==> config.mk <==
export PLATFORM = sky130hd
export DESIGN_NAME = pnpc_config
export DESIGN_NICKNAME = d
export VERILOG_FILES = /design/src/pnpc_config.v
export VERILOG_INCLUDE_DIRS = /design/src
export SDC_FILE = /design/constraint.sdc
export NUM_CORES = 1
export LEC_CHECK = 0
export BUFFER_PORTS_ARGS = -buffer_cell sky130_fd_sc_hd__buf_2
export CORE_ASPECT_RATIO = 0.7
export CORE_MARGIN = 4
export CORE_UTILIZATION = 45
export DETAILED_ROUTE_END_ITERATION = 8
export GPL_TIMING_DRIVEN = 0
export PLACE_DENSITY_LB_ADDON = 0.15
export SLEW_MARGIN = 20
export SYNTH_ARGS = -nofsm -noshare
export SYNTH_HDL_FRONTEND = slang
export SYNTH_SLANG_ARGS = --single-unit
==> constraint.sdc <==
create_clock -name clock -period 3.99 [get_ports clock]
set_input_delay 0.1995 -clock clock [delete_from_list [all_inputs] [get_ports clock]]
set_output_delay 0.1995 -clock clock [all_outputs]
set_load 0.1 [all_outputs]
==> src/pnpc_defines.vh <==
// pnpc_defines.vh: constants of the plug-and-play configuration block.
// assumes inclusion by bare name from the block's design file only.
//
// Overview of operation
// - ecp modes align parallel base to eight bytes
// - spp mode decodes base to base plus 02h
// - epp mode decodes eight registers from base
// - mode 1000 decodes six registers, two groups
// - mode 1110 decodes eleven registers, two groups
// - mode four with bit4 decodes sixteen registers
// - no parallel response outside decoded range
// - base address bits 15-11 read zero
// - index 00h loads read port bits 9-2
// - index 01h reads compare one id bit
// - command register write-only, bits self-clear
// - bit0 resets devices except keyboard, keeps csn
// - bit1 returns to wait-for-key, not motherboard
// - bit2 clears card select number
// - matching wake enters isolation or config
// - index 04h gives next resource byte
// - status bit0 flags resource byte ready
// - index 06h holds card select number
// - index 07h selects current logical device
// - device commands reach selected device only
// - index port reads back in motherboard mode, data port reads indexed
// - strap low waits for key, high enters config
`ifndef PNPC_DEFINES_VH
`define PNPC_DEFINES_VH
// -------------------------------------------------
// register indexes
// -------------------------------------------------
`define PNPC_IX_RDPORT   8'h00
`define PNPC_IX_ISOL     8'h01
`define PNPC_IX_CMD      8'h02
`define PNPC_IX_WAKE     8'h03
`define PNPC_IX_RES      8'h04
`define PNPC_IX_STAT     8'h05
`define PNPC_IX_CSN      8'h06
`define PNPC_IX_LDN      8'h07
`define PNPC_IX_BASEH    8'h60
`define PNPC_IX_BASEL    8'h61
`define PNPC_IX_DEVLO    8'h30
// -------------------------------------------------
// command bit positions and resets
// -------------------------------------------------
`define PNPC_CMD_RESET   0
`define PNPC_CMD_WFK     1
`define PNPC_CMD_CSNCLR  2
`define PNPC_KBC_DEV     6
`define PNPC_LDN_PP      8'h01
`define PNPC_RST_LDN     8'h00
`define PNPC_RST_CSN     8'h00
`define PNPC_RST_RDPORT  8'h00
// -------------------------------------------------
// bus addresses and protocol values
// -------------------------------------------------
`define PNPC_ADDR_KEYIX  12'h279
`define PNPC_ADDR_WDATA  12'hA79
`define PNPC_ADDR_MB0    12'h15C
`define PNPC_ADDR_MB1    12'h02E
`define PNPC_LFSR_SEED   8'h6A
`define PNPC_KEY_LEN     6'h20
`define PNPC_ISO_HI      8'h55
`define PNPC_ISO_LO      8'hAA
`define PNPC_END_TAG     8'h79
`define PNPC_ID_BITS     7'h48
`define PNPC_PP_HIGH     11'h400
`endif

==> src/pnpc_config.v <==
// pnpc_config.v: pnp card control registers and parallel port decode.
// assumes isa pins arrive asynchronously; aen already qualified outside.
`include "pnpc_defines.vh"

module pnpc_config #(
    parameter [71:0] CARD_ID     = 72'h5A_0123_4567_89AB_CDEF, // arbitrary
    parameter [10:0] PP_BASE_RST = 11'h378
) (
    input  wire        clock,
    input  wire        rst,
    input  wire [11:0] isa_addr,
    input  wire        isa_aen,
    input  wire        isa_ior_n,
    input  wire        isa_iow_n,
    input  wire [7:0]  isa_data_in,
    output wire [7:0]  isa_data_out,
    output wire        isa_data_oe_n,
    input  wire        base_addr_strap_high,
    input  wire        base_addr_strap_sel,
    input  wire [3:0]  pp_mode_bits,
    output wire        pp_select,
    output wire [10:0] pp_offset,
    output reg  [7:0]  dev_reset,
    output reg  [7:0]  dev_wr_sel,
    output wire [7:0]  dev_index,
    output wire [7:0]  dev_wdata,
    input  wire [7:0]  dev_rdata,
    output wire [7:0]  logical_dev
);
    // -------------------------------------------------
    // card states
    // -------------------------------------------------
    // one-hot card states
    localparam [3:0] ST_WFK = 4'b0001;
    localparam [3:0] ST_SLP = 4'b0010;
    localparam [3:0] ST_ISO = 4'b0100;
    localparam [3:0] ST_CFG = 4'b1000;

    // -------------------------------------------------
    // pin synchronisers
    // -------------------------------------------------
    // bit 24 a11, 23:22 straps, 21:19 strobes and aen, 18:11 data
    reg [24:0] s1_q;
    reg [24:0] s2_q;
    reg        ior_d_q;
    reg        iow_d_q;
    // two flops on every isa pin and strap before any use
    always @(posedge clock)
    begin
        s1_q <= {isa_addr[11], base_addr_strap_sel, base_addr_strap_high, isa_iow_n,
                 isa_ior_n, isa_aen, isa_data_in, isa_addr[10:0]};
        s2_q <= s1_q;
        ior_d_q <= s2_q[20];
        iow_d_q <= s2_q[21];
    end

    wire [10:0] a_s   = s2_q[10:0];
    wire [7:0]  din_s = s2_q[18:11];
    wire        aen_s = s2_q[19];
    wire        ior_s = s2_q[20];
    wire        iow_s = s2_q[21];
    wire        rd_go = ior_d_q & ~ior_s;  // read strobe fall
    wire        rd_end = ~ior_d_q & ior_s; // read strobe rise
    wire        wr_go = iow_d_q & ~iow_s;  // write strobe fall
    wire        a11_s = s2_q[24];
    // a11 tied low where folded into aen; when set it
    // leaves only the write-data port decoded
    wire        off_bus = aen_s | a11_s;

    // -------------------------------------------------
    // state registers
    // -------------------------------------------------
    // strap-latched mode and card registers
    reg        mb_q;
    reg        msel_q;
    reg [3:0]  st_q;
    reg [7:0]  ix_q;
    reg [7:0]  rdp_q;
    reg [7:0]  csn_q;
    reg [7:0]  ldn_q;
    reg [10:0] ppb_q;
    // key detector
    reg [7:0]  lfsr_q;
    reg [5:0]  keyc_q;
    // isolation progress
    reg [6:0]  idb_q;
    reg        half_q;
    reg        saw_q;
    // resource pointer and ready flag
    reg [4:0]  rptr_q;
    reg        rrdy_q;
    // read answer
    reg [7:0]  dout_q;
    reg        drv_q;

    // -------------------------------------------------
    // port address decode
    // -------------------------------------------------
    wire [11:0] a12   = {a11_s, a_s};
    wire [11:0] mbix  = msel_q ? `PNPC_ADDR_MB1 : `PNPC_ADDR_MB0;
    wire        key_a = ~off_bus & (a12 == `PNPC_ADDR_KEYIX);
    // only a11 tells the index port from the write-data port,
    // so an index write never lands as a data write
    wire        wd_a  = ~aen_s & (a12 == `PNPC_ADDR_WDATA);
    // read port lives in 003h-3FFh: a10 must be clear
    wire        rdp_a = ~off_bus & (a_s == {1'b0, rdp_q, 2'b11});
    wire        mix_a = ~off_bus & (a12 == mbix);
    wire        mdt_a = ~off_bus & (a12 == (mbix + 12'h001));
    wire        ix_wr  = mb_q ? mix_a : key_a;
    wire        dt_wr  = mb_q ? mdt_a : wd_a;
    wire        dt_rd  = mb_q ? mdt_a : (rdp_a & (st_q[2] | st_q[3]));
    wire        ix_rd  = mb_q & mix_a;

    // -------------------------------------------------
    // resource data and isolation helpers
    // -------------------------------------------------
    // part-select only used below byte 9
    wire [7:0] id_byte = CARD_ID[{rptr_q[3:0], 3'b000} +: 8];
    wire [7:0] res_b   = (rptr_q < 5'h09) ? id_byte :
                         (rptr_q == 5'h09) ? `PNPC_END_TAG : 8'h00;
    wire       id_bit  = CARD_ID[idb_q];
    // key sequence shift
    wire [7:0] lfsr_n  = {lfsr_q[0] ^ lfsr_q[1], lfsr_q[7:1]};

    // -------------------------------------------------
    // read mux for the data port
    // -------------------------------------------------
    reg [7:0] rmux;
    reg       rdrv;
    always @*
    begin
        rmux = 8'h00;
        rdrv = 1'b1;
        if (ix_q == `PNPC_IX_ISOL)
        begin
            // driven only for a one bit of the id
            rmux = half_q ? `PNPC_ISO_LO : `PNPC_ISO_HI;
            rdrv = st_q[2] & id_bit;
        end
        else if (ix_q == `PNPC_IX_RES)
            rmux = res_b;
        else if (ix_q == `PNPC_IX_STAT)
            rmux = {7'h00, rrdy_q};
        else if (ix_q == `PNPC_IX_CSN)
            rmux = csn_q;
        else if (ix_q == `PNPC_IX_LDN)
            rmux = ldn_q;
        else if (ix_q == `PNPC_IX_BASEH && ldn_q == `PNPC_LDN_PP)
            rmux = {5'b00000, ppb_q[10:8]};
        else if (ix_q == `PNPC_IX_BASEL && ldn_q == `PNPC_LDN_PP)
            rmux = ppb_q[7:0];
        else if (ix_q >= `PNPC_IX_DEVLO)
            rmux = dev_rdata;
        // write-only indexes 00h, 02h, 03h read as zero
    end

    // -------------------------------------------------
    // bus read answer
    // -------------------------------------------------
    // data captured at strobe fall, driven while strobe stays low
    always @(posedge clock)
    begin
        if (rst)
        begin
            dout_q <= 8'h00;
            drv_q  <= 1'b0;
        end
        else if (rd_go)
        begin
            dout_q <= ix_rd ? ix_q : rmux;
            drv_q  <= ix_rd | (dt_rd & rdrv & (st_q[2] | st_q[3]));
        end
        else if (ior_s)
            drv_q <= 1'b0;
    end
    // oe follows the synced strobe at once
    assign isa_data_out  = dout_q;
    assign isa_data_oe_n = ~(drv_q & ~ior_s);

    // -------------------------------------------------
    // card control state machine and registers
    // -------------------------------------------------
    // config-only writes vs anything but wait-for-key
    wire cfg_ok = st_q[3];
    wire cmd_ok = ~st_q[0];
    always @(posedge clock)
    begin
        // pulses last one cycle
        dev_reset  <= 8'h00;
        dev_wr_sel <= 8'h00;
        if (rst)
        begin
            // straps read through the synchronisers
            mb_q   <= s2_q[22];
            msel_q <= s2_q[23];
            st_q   <= s2_q[22] ? ST_CFG : ST_WFK;
            ix_q   <= 8'h00;
            rdp_q  <= `PNPC_RST_RDPORT;
            csn_q  <= `PNPC_RST_CSN;
            ldn_q  <= `PNPC_RST_LDN;
            ppb_q  <= PP_BASE_RST;
            lfsr_q <= `PNPC_LFSR_SEED;
            keyc_q <= 6'h00;
            idb_q  <= 7'h00;
            half_q <= 1'b0;
            saw_q  <= 1'b0;
            rptr_q <= 5'h00;
            rrdy_q <= 1'b1;
        end
        else
        begin
            // initiation key only counts in wait-for-key
            if (wr_go && key_a && !mb_q)
            begin
                if (st_q == ST_WFK && din_s == lfsr_q)
                begin
                    lfsr_q <= lfsr_n;
                    keyc_q <= keyc_q + 6'h01;
                    if (keyc_q == `PNPC_KEY_LEN - 6'h01)
                    begin
                        st_q   <= ST_SLP;
                        lfsr_q <= `PNPC_LFSR_SEED;
                        keyc_q <= 6'h00;
                    end
                end
                else
                begin
                    lfsr_q <= `PNPC_LFSR_SEED;
                    keyc_q <= 6'h00;
                end
            end
            // index follows each write to it
            if (wr_go && ix_wr)
                ix_q <= din_s;
            // data port writes
            if (wr_go && dt_wr && cmd_ok)
            begin
                if (ix_q == `PNPC_IX_RDPORT)
                    rdp_q <= din_s;
                else if (ix_q == `PNPC_IX_CMD)
                begin
                    if (din_s[`PNPC_CMD_RESET])
                    begin
                        ldn_q <= `PNPC_RST_LDN;
                        ppb_q <= PP_BASE_RST;
                        rdp_q <= `PNPC_RST_RDPORT;
                        dev_reset <= 8'hFF & ~(8'h01 << `PNPC_KBC_DEV);
                    end
                    if (din_s[`PNPC_CMD_WFK] && !mb_q)
                        st_q <= ST_WFK;
                    if (din_s[`PNPC_CMD_CSNCLR])
                        csn_q <= 8'h00;
                    // upper bits have no function
                end
                else if (ix_q == `PNPC_IX_WAKE)
                begin
                    rptr_q <= 5'h00;
                    rrdy_q <= 1'b1;
                    idb_q  <= 7'h00;
                    half_q <= 1'b0;
                    if (din_s == csn_q && st_q == ST_SLP)
                        st_q <= (din_s == 8'h00) ? ST_ISO : ST_CFG;
                    // another card named: sleep
                    else if (din_s != csn_q && !mb_q)
                        st_q <= ST_SLP;
                end
                else if (ix_q == `PNPC_IX_CSN && (cfg_ok || st_q[2]))
                begin
                    // numbered in isolation: go to config
                    csn_q <= din_s;
                    if (st_q[2])
                        st_q <= ST_CFG;
                end
                else if (ix_q == `PNPC_IX_LDN && cfg_ok)
                    ldn_q <= din_s;
                else if (ix_q == `PNPC_IX_BASEH && cfg_ok && ldn_q == `PNPC_LDN_PP)
                    ppb_q[10:8] <= din_s[2:0];
                else if (ix_q == `PNPC_IX_BASEL && cfg_ok && ldn_q == `PNPC_LDN_PP)
                    ppb_q[7:0] <= din_s;
                else if (ix_q >= `PNPC_IX_DEVLO && cfg_ok)
                    dev_wr_sel <= 8'h01 << ldn_q[2:0];
                // 01h, 04h, 05h and 08h-2Fh are read-only here
            end
            // resource byte consumed: ready again after one cycle
            if (rd_go && dt_rd && cfg_ok && ix_q == `PNPC_IX_RES && rrdy_q)
            begin
                rrdy_q <= 1'b0;
                rptr_q <= rptr_q + 5'h01;
            end
            else if (!rrdy_q)
                rrdy_q <= 1'b1;
            // isolation: pair of reads per id bit, others' bus sampled at end
            if (rd_end && dt_rd && st_q[2] && ix_q == `PNPC_IX_ISOL)
            begin
                half_q <= ~half_q;
                if (!half_q)
                    saw_q <= (din_s == `PNPC_ISO_HI);
                else
                begin
                    if (!id_bit && saw_q && din_s == `PNPC_ISO_LO)
                        st_q <= ST_SLP;
                    if (idb_q != `PNPC_ID_BITS - 7'h01)
                        idb_q <= idb_q + 7'h01;
                end
            end
        end
    end

    // -------------------------------------------------
    // parallel port range decode
    // -------------------------------------------------
    wire        spp   = ~pp_mode_bits[3] & ~pp_mode_bits[2];
    wire        epp   = ~pp_mode_bits[3] &  pp_mode_bits[2];
    // base aligned to 4 in spp, else to 8
    wire [10:0] abase = spp ? {ppb_q[10:2], 2'b00}
                            : {ppb_q[10:3], 3'b000};
    // offsets below base wrap out of every range while base is below 400h
    wire [10:0] off   = a_s - abase;
    wire        lo8   = (off < 11'h008);
    wire        lo3   = (off < 11'h003);
    wire        hi3   = (off >= `PNPC_PP_HIGH) && (off < `PNPC_PP_HIGH + 11'h003);
    wire        hi8   = (off >= `PNPC_PP_HIGH) && (off < `PNPC_PP_HIGH + 11'h008);
    reg         pp_hit;
    // range chosen by mode bits 7:4
    // 1010 and 1100 decode nothing
    always @*
    begin
        pp_hit = 1'b0;
        if (spp)
            pp_hit = lo3;
        else if (epp)
            pp_hit = lo8;
        else if (pp_mode_bits[0])
            pp_hit = lo8 | hi8;
        else if (pp_mode_bits[2:1] == 2'b11)
            pp_hit = lo8 | hi3;
        else if (pp_mode_bits[2:1] == 2'b00)
            pp_hit = lo3 | hi3;
    end
    assign pp_select   = pp_hit & ~off_bus;
    assign pp_offset   = off;
    assign dev_index   = ix_q;
    assign dev_wdata   = din_s;
    assign logical_dev = ldn_q;
endmodule // pnpc_config

# [After elaboration in Yosys (flattened, before gate mapping)]
# Memory sizes are Yosys's and may differ from the RTL's. A register that Yosys moved wholly into a read port is not among the register bits.
# Cells that the tools add are included.
[op_classes] addsub=5 magnitude_cmp=8 n_eq_ne=36 shift=2 mux=87 n_bitwise=38 reduce_logical=56
[op_table] op="8-bit two-way mux" n=27
[op_table] op="4-bit two-way mux" n=18
[op_table] op="72-bit by 8-bit variable part select with 8-bit output (first input constant)" n=1
[op_table] op="7-bit two-way mux" n=9
[op_table] op="11-bit two-way mux" n=5
[op_table] op="8-bit by 3-bit == test with 1-bit output (second input constant)" n=4
[op_table] op="1-bit logical AND" n=29
[op_table] op="5-bit two-way mux" n=5
[op_table] op="8-bit by 7-bit == test with 1-bit output (second input constant)" n=3
[op_table] op="11-bit < comparator (second input constant)" n=2
[op_table] op="2-bit nonzero test" n=11
[op_table] op="1-bit two-way mux" n=18
[op_table] op="1-bit bitwise AND" n=17
[op_table] op="8-bit by 1-bit == test with 1-bit output (second input constant)" n=2
[op_table] op="8-bit by 2-bit == test with 1-bit output (second input constant)" n=2
[op_table] op="8-bit == test" n=2
[op_table] op="8-bit zero test" n=2
[op_table] op="1-bit inverter" n=14
[op_table] op="12-bit by 10-bit == test with 1-bit output" n=1
[op_table] op="12-bit by 10-bit == test with 1-bit output (second input constant)" n=1
[op_table] op="12-bit == test (second input constant)" n=1
[op_table] op="12-bit by 9-bit == test with 1-bit output" n=1
[op_table] op="6-bit two-way mux" n=2
[op_table] op="2-bit != test (second input constant)" n=6
[op_table] op="other kinds (38)" n=49
[totals] ff_bits=155 mem_bits_ro=128 in_bits=39 output_inout_bits=61 word_cells=257 n_memories=1
[memory_table] name="(no name shown)" depth=128 width=1 read_ports=1 rd_ports_with_merged_regs=1 write_ports=0 line_no="pnpc_config.v:121" text="wire id_bit = CARD_ID[idb_q];"

# [Longest topological paths before layout]
[depth] word_depth=16 ltp_mapped=16 ltp_nobuf=14

# [Worst setup path before layout]
# Ideal clock, no wire load.
[synth_path] kind="reg-to-output" start="reg ppb_q[3]" end="out pp_select" arrival_time_ps=4462 required_ps=3790 path_slack_ps=-671 stages_incl_launch_ff=13 cell_sequence="dfxtp_1 > inv_1 > ha_1 > nor2b_1 > o21ai_0 > nand2b_1 > a21o_1 > a21o_1 > a21o_1 > a21oi_1 > xnor2_1 > or4_1 > a21oi_1"
[synth_between] elab_chain_cells=10
[synth_lines] item="start, declared" line_no="pnpc_config.v:81" text="reg [10:0] ppb_q;"
[synth_lines] item="start signal, assigned" line_no="pnpc_config.v:279" text="ppb_q[7:0] <= din_s;"
[synth_lines] item="11-bit subtractor *" line_no="pnpc_config.v:318" text="wire [10:0] off = a_s - abase;"
[synth_lines] item="net pp_offset[9]" line_no="pnpc_config.v:22" text="output wire [10:0] pp_offset,"
[synth_lines] item="11-bit >= comparator (no line) / 11-bit < comparator (equally long branches)"
[synth_lines] item="1-bit logical AND" line_no="pnpc_config.v:321" text="wire hi3 = (off >= `PNPC_PP_HIGH) && (off < `PNPC_PP_HIGH + 11'h003);"
[synth_lines] item="1-bit bitwise OR" line_no="pnpc_config.v:338" text="pp_hit = lo3 | hi3;"
[synth_lines] item="1-bit two-way mux" line_no="pnpc_config.v:337" text="else if (pp_mode_bits[2:1] == 2'b00)"
[synth_lines] item="1-bit two-way mux" line_no="pnpc_config.v:335" text="else if (pp_mode_bits[2:1] == 2'b11)"
[synth_lines] item="1-bit two-way mux" line_no="pnpc_config.v:333" text="else if (pp_mode_bits[0])"
[synth_lines] item="1-bit two-way mux" line_no="pnpc_config.v:331" text="else if (epp)"
[synth_lines] item="1-bit two-way mux *" line_no="pnpc_config.v:329" text="if (spp)"
[synth_lines] item="1-bit bitwise AND *" line_no="pnpc_config.v:340" text="assign pp_select = pp_hit & ~off_bus;"
[synth_lines] item="end, declared" line_no="pnpc_config.v:21" text="output wire pp_select,"
# Mark *: on every way through the listed nets, which the timed path passes. The rest lies on a longest branch.

==> results.md <==
- DRT iter0 DRCs: 576
- RSZ-0062 raised after global routing: no
- CP cell instances: clkbuf_1 > nor4_1 > nand4_1 > or4_1 > a21o_1 > clkbuf_1 > mux2i_1 > nor2_2 > inv_1 > ha_1 > mux2i_1 > a2111o_1 > o311a_1 > o31ai_2
- # setup viols final: 0
- Part of the Yosys area used for sequential elements: 0.426
- DR pass1 iterations: 5
- Io pins: 100
- Post-CTS setup buffers: 0
- Post-layout net count: 1039
- Final Max Tran Viols: 0
- Final WL: 21.2 mm
- CTS sink cnt: 149
- CP Launch Type: flip-flop
- Clock Skew: 0.0108 ns
- Core Area: 15000 um2
- Pre-CTS setup slack: 0.0737 ns
- Hold WC Path Type: in2reg
- Buffers on Ports: 98
- Drt drc: 0
- Relative slew margins: 0.386
- Max Root-Sink Buffers: 2
- Synth async-reset ratio: 0
- Critical path's slowest cell: or4_1
- Routed WL per cell: 17.9 um
- Die height: 113 um
- Largest cells by area after synthesis: dfxtp_1 42%, nor2_1 5.0%, nand2_1 4.5%, a21oi_1 3.8%, ha_1 3.4%
- Most instantiated library cell after synthesis: dfxtp_1
- Crit path arrival time: 4.09 ns
- Setup ws final: 0.244 ns
- Post-route ant nets: 0
- Yosys cell types: 74
- Clock Pin Slew Worst Setup and Hold Paths: 0.07 ns
- Fin crit share: 0.939
- Placed cells: 1132
- Worst EP required: 4.33 ns
- Worst path bufs/invs: 3
- Clk root buf: clkbuf_16
- Via density: 5.62
- CTS Buf Count: 17
- Synth top area share: 0.417
- Fin crit period: 3.75 ns
- Kind of critical path: reg2reg
- Initial antenna violation count: 0
- Largest fanout on the critical path: 10
- Synth Cell Area: 7050 um2
- Final Wtd Congestion: 0.944
- Worst skew pair latency: 0.43 ns
- Post-route insts no fill: 1188
- Final Hold Fails: 0
- Maximum vdd drop: 302 uV
- Status: finished clean
- Post-synth EDFFs: 2
- Cell family with most CP delay: simple AND/OR/NAND/NOR gates
- Share of layout cells above drive strength 1: 0.177
- Lkg Pwr: 3.63 nW
- Setup total negative slack: 0 ns
- Grt ovf: 0
- Max Cap Viol: 0
- Mean area per synthesized cell: 8.41 um2
- Fill count: 1393
- CP Launch Point: mb_q
- Worst Max-Slew Pin Slew: 0.921 ns
- Dpl hpwl: 15.3 mm
- Top_reg_cell synth: dfxtp_1
- Min Hold Slack: 0.0378 ns
- Final core occ: 0.580
- Horiz. Die Dim: 158 um
- Crit path largest cell delay: 0.59 ns
- Total vias in the final route: 6677
- CTS tree: built
- Area growth, synth to finish: 23.3%
- Post-Syn Instances: 838
- Top cells by count, synth: 147 x dfxtp_1, 94 x nor2_1, 85 x nand2_1
- PD cells: 406 nW/um2
- Area leader, netlist: dfxtp_1
- Fmax: 267 MHz
- Number of synthesized register bits: 149
- First-pass GRT wire length: 33.5 mm
- Initial Utilization: 0.470
- Max H-tree Level: 4
- Min-delay src: rst
- Worst setup EP type: flip-flop
- Largest net degree at the start of global routing: 18
- Ant. Diodes: 0
- Vias in the first global route: 6250
- Yosys warnings: 0
- Full die area: 17800 um2
- All-Layer GR Usage: 0.240
- Row count: 37
- Post-Syn Nets: 897
- Worst R2R Start: mb_q
area by class of cell:
| type | count | area, um2 | share of cell area |
|---|---|---|---|
| Sequential cell | 149 | 3000 | 0.345 |
| Timing Repair Buffer | 124 | 748 | 0.0861 |
| Tap cell | 195 | 244 | 0.0281 |
| Buffer | 56 | 277 | 0.0318 |
| Clock inverter | 15 | 175 | 0.0201 |
| Clock buffer | 17 | 425 | 0.0489 |
| Multi-Input combinational cell | 609 | 3730 | 0.430 |
| Inverter | 23 | 86.3 | 0.00993 |
what timing repair did:
item,in CTS,in global routing
endpoints found under the setup margin,0,2
hold buffers,25,0
gates resized for setup,0,6
endpoints found under the hold margin,25,0
worst paths after layout:
check	to	slack, ns	depth (start not counted)
worst max-delay path	id_bit	0.24	14
worst min-delay path	msel_q	0.04	1
worst max register to register	id_bit	0.24	14
worst min register to register	s2_q[13]	0.33	0
cells by family after synthesis:
group / Yosys count / share of synthesized area
AO/OA/AOI/OAI: 180 / 0.160
XOR/XNOR: 39 / 0.0484
adder cells (fa/ha/maj): 20 / 0.0366
buffers and inverters: 80 / 0.0520
flip-flops: 149 / 0.426
multiplexers: 17 / 0.0241
other: 1 / 0.000532
AND/OR/NAND/NOR: 352 / 0.252
registers in the layout, indices dropped and copies added (netlist names), 4 cells and up:
| signal | count |
|---|---|
| csn_q | 8 |
| dev_index | 8 |
| dev_wr_sel | 8 |
| idb_q | 7 |
| isa_data_out | 8 |
| keyc_q | 6 |
| lfsr_q | 8 |
| logical_dev | 8 |
| ppb_q | 11 |
| rdp_q | 8 |
| rptr_q | 5 |
| s1_q | 25 |
| s2_q | 25 |
| st_q | 4 |
power breakdown:
group	total (mW)	internal (mW)	switching [mW]
clock	1.65	0.903	0.749
combinational	0.319	0.0852	0.234
sequential	1.55	1.53	0.0291
total	3.53	2.51	1.01
cell usage in the layout, fill, tap and decap left out, types with 17 or more instances in the layout:
cell type | netlist | final
ha_1 | 19 | 19
inv_1 | 23 | 23
xor2_1 | 17 | 17
clkbuf_1 | 37 | 36
nand3_1 | 45 | 45
dlygate4sd3_1 | 0 | 25
a21oi_1 | 54 | 52
dfxtp_1 | 147 | 147
o21ai_0 | 43 | 43
nor2_1 | 94 | 92
nand2_1 | 85 | 85
xnor2_1 | 22 | 21
buf_2 | 1 | 99
mux2i_1 | 17 | 17
clkbuf_16 | 0 | 17
buf_4 | 17 | 17
per-stage QoR:
step                instance area (um2)  total power, mW
detailed placement                 7820             1.88
finish                             8690             3.53
global placement                   7800             1.88
floorplan                          7070             1.80
global route                       8690             3.62
CTS                                8670             3.53
routing by layer:
metal	share of wire	up-vias	routed length, um	global-route usage
li1	-	3235	-	-
met1	0.48	3092	10100	0.364
met2	0.40	308	8470	0.332
met3	0.098	42	2080	0.0485
met4	0.026	0	545	0.0871
met5	0	-	0	0
worst register-to-register path: cells and delay by family (launching register included):
family / cells / cell delay, ns
multiplexers: 2 / 0.34
adder cells (fa/ha/maj): 1 / 0.30
buffers and inverters: 3 / 0.56
AND/OR/NAND/NOR: 4 / 1.31
flip-flops: 1 / 0.35
AO/OA/AOI/OAI: 4 / 0.81
(Power assumes the default switching activity.)
